**config.mk**
```make
export PLATFORM = sky130hd
export DESIGN_NAME = slo_device_flat
export DESIGN_NICKNAME = d
export VERILOG_FILES = /design/src/rtl/slo_pkg.sv /design/src/rtl/slo_if.sv /design/src/rtl/slo_device.sv /design/src/rtl/slo_pin_cond.sv /design/src/flat_wrapper.sv
export SDC_FILE = /design/constraint.sdc
export NUM_CORES = 1
export LEC_CHECK = 0
export ABC_CLOCK_PERIOD_IN_PS = 2600
export BUFFER_PORTS_ARGS = -buffer_cell sky130_fd_sc_hd__buf_4
export CAP_MARGIN = 10
export CORE_ASPECT_RATIO = 2
export CORE_MARGIN = 2
export CORE_UTILIZATION = 40
export DETAILED_ROUTE_END_ITERATION = 10
export PLACE_DENSITY = 0.57
export SLEW_MARGIN = 10
export SYNTH_ARGS = -nofsm -noshare
export SYNTH_HDL_FRONTEND = slang
export SYNTH_HIERARCHICAL = 1
export SYNTH_SLANG_ARGS = --single-unit
```
**constraint.sdc**
```tcl
create_clock -name i_clk -period 2.6 [get_ports i_clk]
set_input_delay 0.78 -clock i_clk [delete_from_list [all_inputs] [get_ports i_clk]]
set_output_delay 0.78 -clock i_clk [all_outputs]
set_load 0.02 [all_outputs]
```
**src/rtl/slo_pkg.sv**
```systemverilog
// Shared constants for the serial link output control block.
// Assumes a 10 MHz system clock and byte-wide register access.
`default_nettype none
package slo_pkg;
	// ----------------------------------------
	// Register offsets
	// ----------------------------------------
	localparam logic [11:0] ADDR_FRAMES_PER_MF = 12'h0020;
	localparam logic [11:0] ADDR_SYNC_SYSREF = 12'h0021;
	localparam logic [11:0] ADDR_LANE_ARR = 12'h0022;
	localparam logic [11:0] ADDR_DDC_DIV = 12'h0024;
	localparam logic [11:0] ADDR_SER_DIV = 12'h0025;
	localparam logic [11:0] ADDR_TRUNC_BAL = 12'h0027;
	localparam logic [11:0] ADDR_LANE_EN = 12'h0028;
	localparam logic [11:0] ADDR_SYNC_POL = 12'h002b;
	localparam logic [11:0] ADDR_LINK_SEQ = 12'h002d;
	localparam logic [11:0] ADDR_TPORT_PAT = 12'h002e;
	localparam logic [11:0] ADDR_GPIN_POL = 12'h0236;
	localparam logic [11:0] ADDR_OVR_ROUTE = 12'h0238;
	// Controller's own registers (byte addresses)
	localparam logic [31:0] WB_CMD = 32'h0000_0000;
	localparam logic [31:0] WB_STAT = 32'h0000_0004;
	localparam logic [31:0] WB_PINS = 32'h0000_0008;
	// ----------------------------------------
	// Field positions and reset values
	// ----------------------------------------
	localparam int BIT_SECOND_INV = 6;
	localparam int BIT_FIRST_INV = 5;
	localparam int BIT_PIN_SWAP = 4;
	localparam int BIT_SYNC_OVR_EN = 6;
	localparam int BIT_SYNC_OVR_VAL = 5;
	localparam int BIT_SYNC_PIN_INVERT = 0;
	localparam int BIT_RAMP_EN = 2;
	localparam int BIT_TOGGLE_EN = 1;
	localparam int BIT_TRUNCATE = 5;
	localparam int BIT_CLK_BAL = 1;
	localparam logic [7:0] RST_LANE_EN = 8'hff;
	localparam logic [7:0] RST_ZERO = 8'h00;
	localparam logic [3:0] OVR_ON_LINK = 4'h0;
	localparam logic [3:0] OVR_ON_PINS = 4'hf;
	localparam logic [7:0] LANE_ARR_12BIT = 8'h02;
	localparam logic [7:0] LANE_ARR_MAX = 8'h0d;
	localparam logic [15:0] TOGGLE_LOW = 16'h0000;
	localparam logic [15:0] TOGGLE_HIGH = 16'hffff;
	localparam logic [15:0] K28_5 = 16'hbcbc;
	localparam logic [2:0] GPIN_FUNC_DIFF_SYNC = 3'h0;
	// ----------------------------------------
	// Test sequence and sysref codes
	// ----------------------------------------
	typedef enum logic [2:0] {
		SEQ_OFF = 3'd0, SEQ_D21_5 = 3'd1, SEQ_K28_5 = 3'd2, SEQ_ILA = 3'd3,
		SEQ_RANDOM = 3'd4, SEQ_SCR_JIT = 3'd5, SEQ_K28_7 = 3'd6, SEQ_SHORT = 3'd7
	} slo_seq_t;
	typedef enum logic [2:0] {
		SR_IGNORE = 3'd0, SR_ALL = 3'd1, SR_NONE = 3'd2, SR_SKIP1_ONE = 3'd3,
		SR_SKIP1_ALL = 3'd4, SR_SKIP2_ONE = 3'd5, SR_SKIP2_ALL = 3'd6
	} slo_sysref_t;
	// Controller state machine, Gray coded from CS_IDLE through CS_REQ to CS_DONE; the return to CS_IDLE flips both bits
	typedef enum logic [1:0] {
		CS_IDLE = 2'b00, CS_REQ = 2'b01, CS_DONE = 2'b11
	} slo_cstate_t;
endpackage
`default_nettype wire

```
**src/rtl/slo_if.sv**
```systemverilog
// Register access port between controller and device.
// Assumes both ends share one clock; a write or read takes one cycle.
`default_nettype none
interface slo_if;
	logic wr;
	logic rd;
	logic [11:0] addr;
	logic [7:0] wdata;
	logic [7:0] rdata;
	logic rvalid;
	modport dev (input wr, input rd, input addr, input wdata, output rdata, output rvalid);
	modport ctl (output wr, output rd, output addr, output wdata, input rdata, input rvalid);
endinterface
`default_nettype wire

```
**src/rtl/slo_device.sv**
```systemverilog
// Device end: link output control registers and their effects.
// Assumes register port on slo_if and one 10 MHz clock.
`default_nettype none
// Functional notes
// - Second pin invert bit inverts second pin
// - First pin invert bit inverts first pin
// - Swap bit exchanges the two pins
// - Overrange to stream at 0000, pins 1111
// - Frames per multiframe is stored plus one
// - Override enable takes sync from register
// - Override value one sends K28.5 everywhere
// - Sysref policy field selects pulse handling
// - Lane code 1..13 valid, others unused
// - Code 2 needs truncate bit set
// - Software programs downconverter divider per mode
// - Serializer divider 4 for 8-4-8-10 only
// - Clock balance only for bypass 8-4-2-2
// - Lane mask powers lanes, all on reset
// - Sync invert bit flips external sync
// - Link test sequence field selects pattern
// - Ramp advances by step plus one
// - Ramp enable replaces sample data
// - Toggle alternates 0000 and FFFF
// - Function zero: pins form differential sync
module slo_device
	import slo_pkg::*;
(
	// Clock and reset
	input wire logic i_clk,
	input wire logic i_nrst,
	// Register port
	slo_if.dev bus,
	// Pins and data
	input wire logic i_first_pin,
	input wire logic i_second_pin,
	input wire logic i_sysref,
	input wire logic i_overrange,
	input wire logic [15:0] i_sample,
	input wire logic [2:0] i_gpin_func,
	// Link side outputs
	output logic [15:0] o_tx_word,
	output logic o_tx_sync_char,
	output logic [7:0] o_lane_power,
	output logic o_frame_start,
	output logic o_sysref_used,
	output logic o_ovr_in_stream,
	output logic o_ovr_on_pin,
	output logic o_lane_code_valid,
	output logic [2:0] o_link_seq
);
	typedef struct packed {
		logic [7:0] fpm, syn, arr, ddc, ser, trb, len, spol, seq, tpat, gpol, overrange_flag;
		logic [7:0] frame_cnt;
		logic [1:0] sr_seen;
		logic sr_done;
		logic [15:0] ramp;
		logic tog;
		logic [7:0] rdata;
		logic rvalid;
		logic [15:0] tx;
		logic sync_char;
		logic fstart;
		logic sr_used;
		logic ovr_s, ovr_p, code_ok;
	} slo_dev_t;
	slo_dev_t st_ff, nxt_st;
	logic first_c, second_c, sync_req, use_pulse;
	logic [15:0] data;
	// ----------------------------------------
	// Pin conditioning
	// ----------------------------------------
	slo_pin_cond u_first (
		.i_level (st_ff.gpol[BIT_PIN_SWAP] ? i_second_pin : i_first_pin),
		.i_invert (st_ff.gpol[BIT_FIRST_INV]),
		.o_level (first_c)
	);
	slo_pin_cond u_second (
		.i_level (st_ff.gpol[BIT_PIN_SWAP] ? i_first_pin : i_second_pin),
		.i_invert (st_ff.gpol[BIT_SECOND_INV]),
		.o_level (second_c)
	);
	// Sync source: differential pair or first pin alone, then inversion, then override
	always_comb
	begin
		sync_req = (i_gpin_func == GPIN_FUNC_DIFF_SYNC) ? (first_c & ~second_c) : first_c;
		sync_req = sync_req ^ st_ff.spol[BIT_SYNC_PIN_INVERT];
		if (st_ff.syn[BIT_SYNC_OVR_EN])
			sync_req = st_ff.syn[BIT_SYNC_OVR_VAL];
	end
	// Sysref acceptance per policy
	always_comb
	begin
		case (slo_sysref_t'(st_ff.syn[2:0]))
			SR_ALL: use_pulse = 1'b1;
			SR_SKIP1_ONE: use_pulse = (st_ff.sr_seen == 2'd1) && !st_ff.sr_done;
			SR_SKIP1_ALL: use_pulse = (st_ff.sr_seen >= 2'd1);
			SR_SKIP2_ONE: use_pulse = (st_ff.sr_seen == 2'd2) && !st_ff.sr_done;
			SR_SKIP2_ALL: use_pulse = (st_ff.sr_seen == 2'd2);
			default: use_pulse = 1'b0;
		endcase
	end
	// ----------------------------------------
	// Next state
	// ----------------------------------------
	always_comb
	begin
		nxt_st = st_ff;
		nxt_st.rvalid = 1'b0;
		nxt_st.sr_used = 1'b0;
		// Register writes; reads answer next cycle
		if (bus.wr)
		begin
			case (bus.addr)
				ADDR_FRAMES_PER_MF: nxt_st.fpm = bus.wdata;
				ADDR_SYNC_SYSREF: nxt_st.syn = bus.wdata;
				ADDR_LANE_ARR: nxt_st.arr = bus.wdata;
				ADDR_DDC_DIV: nxt_st.ddc = bus.wdata;
				ADDR_SER_DIV: nxt_st.ser = bus.wdata;
				ADDR_TRUNC_BAL: nxt_st.trb = bus.wdata;
				ADDR_LANE_EN: nxt_st.len = bus.wdata;
				ADDR_SYNC_POL: nxt_st.spol = bus.wdata;
				ADDR_LINK_SEQ: nxt_st.seq = bus.wdata;
				ADDR_TPORT_PAT: nxt_st.tpat = bus.wdata;
				ADDR_GPIN_POL: nxt_st.gpol = bus.wdata;
				ADDR_OVR_ROUTE: nxt_st.overrange_flag = bus.wdata;
				default: ;
			endcase
			// Policy change restarts pulse counting
			if (bus.addr == ADDR_SYNC_SYSREF)
			begin
				nxt_st.sr_seen = 2'd0;
				nxt_st.sr_done = 1'b0;
			end
		end
		if (bus.rd)
		begin
			nxt_st.rvalid = 1'b1;
			case (bus.addr)
				ADDR_FRAMES_PER_MF: nxt_st.rdata = st_ff.fpm;
				ADDR_SYNC_SYSREF: nxt_st.rdata = st_ff.syn;
				ADDR_LANE_ARR: nxt_st.rdata = st_ff.arr;
				ADDR_DDC_DIV: nxt_st.rdata = st_ff.ddc;
				ADDR_SER_DIV: nxt_st.rdata = st_ff.ser;
				ADDR_TRUNC_BAL: nxt_st.rdata = st_ff.trb;
				ADDR_LANE_EN: nxt_st.rdata = st_ff.len;
				ADDR_SYNC_POL: nxt_st.rdata = st_ff.spol;
				ADDR_LINK_SEQ: nxt_st.rdata = st_ff.seq;
				ADDR_TPORT_PAT: nxt_st.rdata = st_ff.tpat;
				ADDR_GPIN_POL: nxt_st.rdata = st_ff.gpol;
				ADDR_OVR_ROUTE: nxt_st.rdata = st_ff.overrange_flag;
				default: nxt_st.rdata = RST_ZERO;
			endcase
		end
		// Sysref pulse counting for skip policies
		if (i_sysref && !(bus.wr && bus.addr == ADDR_SYNC_SYSREF))
		begin
			if (use_pulse)
			begin
				nxt_st.sr_used = 1'b1;
				nxt_st.sr_done = 1'b1;
				nxt_st.frame_cnt = 8'h00; // Used pulse realigns multiframe
			end
			if (st_ff.sr_seen != 2'd2)
				nxt_st.sr_seen = st_ff.sr_seen + 2'd1;
		end
		// Multiframe counter wraps at stored value, giving value plus one frames
		if (!(i_sysref && use_pulse))
			nxt_st.frame_cnt = (st_ff.frame_cnt >= st_ff.fpm) ? 8'h00 : st_ff.frame_cnt + 8'h01;
		nxt_st.fstart = (nxt_st.frame_cnt == 8'h00);
		// Transport test patterns
		if (st_ff.tpat[BIT_RAMP_EN])
			nxt_st.ramp = st_ff.ramp + {12'h000, st_ff.tpat[7:4]} + 16'h0001;
		nxt_st.tog = ~st_ff.tog;
		nxt_st.sync_char = sync_req;
		nxt_st.tx = sync_req ? K28_5 : data;
		// Overrange routing and lane code check
		nxt_st.ovr_s = (st_ff.overrange_flag[7:4] == OVR_ON_LINK) && i_overrange;
		nxt_st.ovr_p = (st_ff.overrange_flag[7:4] == OVR_ON_PINS) && i_overrange;
		nxt_st.code_ok = (st_ff.arr != 8'h00) && (st_ff.arr <= LANE_ARR_MAX);
	end
	// Sample path: ramp over toggle over data, with truncation in 12-bit mode
	always_comb
	begin
		data = i_sample;
		if (st_ff.arr == LANE_ARR_12BIT && st_ff.trb[BIT_TRUNCATE])
			data = {i_sample[15:1], 1'b0};
		if (st_ff.tpat[BIT_TOGGLE_EN])
			data = st_ff.tog ? TOGGLE_HIGH : TOGGLE_LOW;
		if (st_ff.tpat[BIT_RAMP_EN])
			data = st_ff.ramp;
	end
	// ----------------------------------------
	// State register
	// ----------------------------------------
	always_ff @(posedge i_clk or negedge i_nrst)
	begin
		if (!i_nrst)
		begin
			st_ff <= '0;
			st_ff.len <= RST_LANE_EN;
		end
		else
			st_ff <= nxt_st;
	end
	// Outputs straight from flip-flops
	assign bus.rdata = st_ff.rdata;
	assign bus.rvalid = st_ff.rvalid;
	assign o_tx_word = st_ff.tx;
	assign o_tx_sync_char = st_ff.sync_char;
	assign o_lane_power = st_ff.len;
	assign o_frame_start = st_ff.fstart;
	assign o_sysref_used = st_ff.sr_used;
	assign o_ovr_in_stream = st_ff.ovr_s;
	assign o_ovr_on_pin = st_ff.ovr_p;
	assign o_lane_code_valid = st_ff.code_ok;
	assign o_link_seq = st_ff.seq[2:0];
endmodule
`default_nettype wire

```
**src/rtl/slo_pin_cond.sv**
```systemverilog
// Conditions one general-purpose pin level: optional inversion.
// Assumes synchronous inputs.
`default_nettype none
module slo_pin_cond
	import slo_pkg::*;
(
	// Pin and control
	input wire logic i_level,
	input wire logic i_invert,
	// Conditioned level
	output logic o_level
);
	// Inversion before internal use
	assign o_level = i_level ^ i_invert;
endmodule
`default_nettype wire

```
**src/flat_wrapper.sv**
```systemverilog
// flat-port wrapper written by rule: the top's interface ports become plain ports
module slo_device_flat import slo_pkg::*;
  (i_clk, i_nrst, i_first_pin, i_second_pin, i_sysref, i_overrange, i_sample, i_gpin_func, o_tx_word, o_tx_sync_char, o_lane_power, o_frame_start, o_sysref_used, o_ovr_in_stream, o_ovr_on_pin, o_lane_code_valid, o_link_seq, bus_wr, bus_rd, bus_addr, bus_wdata, bus_rdata, bus_rvalid);
  slo_if bus_i ();
  input wire logic i_clk;
  input wire logic i_nrst;
  input wire logic i_first_pin;
  input wire logic i_second_pin;
  input wire logic i_sysref;
  input wire logic i_overrange;
  input wire logic [15:0] i_sample;
  input wire logic [2:0] i_gpin_func;
  output logic [15:0] o_tx_word;
  output logic o_tx_sync_char;
  output logic [7:0] o_lane_power;
  output logic o_frame_start;
  output logic o_sysref_used;
  output logic o_ovr_in_stream;
  output logic o_ovr_on_pin;
  output logic o_lane_code_valid;
  output logic [2:0] o_link_seq;
  input wire logic [$bits(bus_i.wr)-1:0] bus_wr;
  input wire logic [$bits(bus_i.rd)-1:0] bus_rd;
  input wire logic [$bits(bus_i.addr)-1:0] bus_addr;
  input wire logic [$bits(bus_i.wdata)-1:0] bus_wdata;
  output wire logic [$bits(bus_i.rdata)-1:0] bus_rdata;
  output wire logic [$bits(bus_i.rvalid)-1:0] bus_rvalid;
  assign bus_i.wr = bus_wr;
  assign bus_i.rd = bus_rd;
  assign bus_i.addr = bus_addr;
  assign bus_i.wdata = bus_wdata;
  assign bus_rdata = bus_i.rdata;
  assign bus_rvalid = bus_i.rvalid;
  slo_device u_core (.i_clk(i_clk), .i_nrst(i_nrst), .bus(bus_i), .i_first_pin(i_first_pin), .i_second_pin(i_second_pin), .i_sysref(i_sysref), .i_overrange(i_overrange), .i_sample(i_sample), .i_gpin_func(i_gpin_func), .o_tx_word(o_tx_word), .o_tx_sync_char(o_tx_sync_char), .o_lane_power(o_lane_power), .o_frame_start(o_frame_start), .o_sysref_used(o_sysref_used), .o_ovr_in_stream(o_ovr_in_stream), .o_ovr_on_pin(o_ovr_on_pin), .o_lane_code_valid(o_lane_code_valid), .o_link_seq(o_link_seq));
endmodule
```
==> impl_results.md <==
* Rel. slew slack at between 60% and 70%
* Setup Viol. Count Final at 0
* Metal-1 WL at roughly 8000 um
* Vias in the first global route at approximately 6400
* Mux share of post-synthesis cell area at between 15 and 20%
* Crit path time final at approximately 2.3 ns
* Layout cells sized above 1 at roughly 38%
* CTS clk-pin slew, worst paths at ~0.06 ns
* Final Cycle Share at 90.3%
* Area grow syn2layout at 21.0%
* Top cells by count, synth: 147 x dfrtp_1, 94 x mux2_2, 51 x nand2_1
* CTS Root Cell: clkbuf_16
* Post-CTS Setup Bufs at 0
* Most frequent CP cell: inv_1
* Final net count at 875
* Core box area at just under 20000 um2
* H-tree levels at 4
* Placed insts at between 1000 and 1500
* Largest stage delay, worst path at approximately 0.50 ns
* Clk_lat worst skew at 0.43 ns
* Ports at 89
* GP Congestion at just under 0.9
* Row count at 73
* Post-synth EDFFs at 0
* Top layer reached by signal wires: met4
* Compound-Gate Fraction of Synth Area at a little over a tenth
* Max Slew Vio Count at 0
* Pin count of the biggest net entering global routing at between 50 and 60
* Crit. End Element: flop
* Worst Setup Start Kind: flop
* Fraction of registers with async set/reset at 100%
* Setup TNS at 0 ns
* Kind of critical path: flop to flop
* Synth area leaders: dfrtp_1 46%, mux2_2 13%, buf_4 3.5%
* Primary FF master, synth: dfrtp_1
* Initial antenna violation count at 0
* Initial core utilization at 40.6%
* Worst-Margin Slew at between 0.5 and 0.6 ns
* Post-synth top area share at 45.9%
* Dpl ws at -0.243 ns
* CTS buffer count at 17
* Crit path max-delay family: multiplexers
* Cells after Synth at about 720
* Clock sink count at 155
* Clk buf depth at 2
* Synth Warn # at 6
* Buffers plus inverters on the worst setup path at 3
* Post-CTS Resized at 0
* Arrival @ worst endpoint at 2.70 ns
* First-pass GRT wire length at 35500 um
* Cell with the most instances after synthesis: dfrtp_1
* Hold Crit Class: input port to asynchronous set/reset pin
* Largest family of logic cells by synthesized area: multiplexers
* Pre-antenna DRT Iters at 5
* Met3 Routed Length at just under 700 um
* Crit path cell chain: mux2_2 > xor2_1 > inv_1 > o41ai_2 > buf_4 > xnor2_1 > mux2i_1 > inv_1 > nor2_1
* Global Route Usage Sum at between 20 and 25%
* Synth area leader: dfrtp_1
* Gr ovfl total at 0
* DRC at 0
* Peak VDD IR at between 0.5 and 0.6 mV
* CTS tree: done
* Fin worst setup slack at 0.252 ns
* DR iter-0 viols at 223
* Syn Nets at 777
* Hpwl dp at 17100 um
* Outcome: finished clean
* Fin cells at around 1100
* Slowest library cell on the worst path: o41ai_2
* Via count at roughly 5900
* Adder-Cell Fraction of Synth Area at 2.28%
* Clk_skew at ~0.012 ns
* DIE HEIGHT at ~200 um
* DIE WIDTH at 104 um
* Final ANT Viol Nets at 0
* Post-synthesis simple-gate area fraction at between 10% and 20%
* I/O Buffers at 88
* N_diodes at 0
* Routed length on met2 at 12600 um
* Vias/cell at 5.39
* Seq/Total Area, Yosys at between 40% and 50%
* Synth cell types at 73
* #FFs+latches synth at about 160
* Crit Path Max Fanout at 7
* Unrepaired setup endpoints after global routing: false
* Number of max-cap violations at 0
* Synth Area in XOR/XNOR at under 10%
* Mapped cell area at roughly 8000 um2
* Highest clock rate at approximately 430 MHz
* Static Leak at approximately 0.0047 uW
* Full die area at 21300 um2
* CP Data Required Time at roughly 3.0 ns
* Mean routed wirelength per cell at roughly 21 um
* CTS Hold Bufs at 0
* Fin. Hold Viols at 0
* Post-Syn Area per Cell at approximately 11 um2
* Pwr per Cell Area at about 560 nW/um2
* Final WL at roughly 23000 um
==> stage by stage <==
stage | hold slack, ns | area, um2 | power, uW | util [%]
final | 0.241 | 9700 | 5430 | 49.1
after global routing | 0.245 | 9700 | 5660 | 49.1
after CTS | 0.239 | 9690 | 5510 | 49.1
after detailed placement | 0.410 | 9110 | 3040 | 46.2
after global placement | 0.407 | 9110 | 3020 | 46.2
after floorplan | 0.395 | 8020 | 2790 | -
==> worst register-to-register path, stage by stage (launching register included) <==
cell and delay (ns):
dfrtp_1 0.42, mux2_2 0.36, xor2_1 0.16, inv_1 0.07, o41ai_2 0.50, buf_4 0.19, xnor2_1 0.06, mux2i_1 0.18
inv_1 0.17, nor2_1 0.17
==> placed cells by master (no fill, tap or decap), drive strengths merged, types with 11 or more instances in the layout <==
cell    count
mux2      102
o21ai      23
nor2       42
mux2i      16
xnor2      11
buf       147
nand2b     18
ha         13
nand2      56
nor3       12
a21oi      39
dfrtp     147
a22oi      14
clkbuf     19
nand3      14
inv        35
==> final cells by class <==
cell class                      count  area (um2)
Fill cell                        1868       10000
Sequential cell                   155        3890
Clock inverter                     13         143
Clock buffer                       19         433
Inverter                           32         120
Timing Repair Buffer              147        1190
Multi-Input combinational cell    461        3590
Tap cell                          262         328
==> layer usage <==
metal | track usage (%) | up-vias
li1 | - | 2709
met1 | 21.8 | 2933
met2 | 41.8 | 173
met3 | 4.66 | 60
met4 | 13.7 | 0
met5 | 0 | -
==> registers in the layout (all words and copies together), names as in the netlist, 3 cells and up, named ones only <==
| name | flops |
|---|---|
| u_core/o_link_seq | 3 |
| u_core/bus.rdata | 8 |
| u_core/st_ff | 112 |
| u_core/o_tx_word | 16 |
| u_core/o_lane_power | 8 |
==> worst paths after layout <==
| path | from | endpoint | slack, ns | cells past startpoint |
|---|---|---|---|---|
| max in group asynchronous | i_nrst | u_core/o_lane_power[4]$_DFFE_PN1P_ | 1.69 | 2 |
| worst max register to register | u_core/st_ff[71]$_DFFE_PN0P_ | u_core/o_tx_word[0]$_DFF_PN0_ | 0.25 | 9 |
| worst min-delay path | i_nrst | u_core/st_ff[44]$_DFFE_PN0P_ | 0.24 | 1 |
| worst min register to register | u_core/st_ff[31]$_DFF_PN0_ | u_core/st_ff[31]$_DFF_PN0_ | 0.42 | 1 |
| min in group i_clk | u_core/st_ff[31]$_DFF_PN0_ | u_core/st_ff[31]$_DFF_PN0_ | 0.42 | 1 |
| worst max-delay path | u_core/st_ff[71]$_DFFE_PN0P_ | u_core/o_tx_word[0]$_DFF_PN0_ | 0.25 | 9 |
==> cell families after synthesis <==
| family | Yosys count |
|---|---|
| compound gates | 131 |
| xor+xnor | 20 |
| fa+ha+maj | 14 |
| buf+inv | 100 |
| flops | 155 |
| mux | 118 |
| simple gates | 178 |
==> power by group <==
group	internal [uW]	leakage, uW	switching [uW]
Sequential	2470	0.00204	48.6
Clock	1420	0.000283	1020
Combinational	198	0.00235	279
Power figures use the tool's default switching activity.
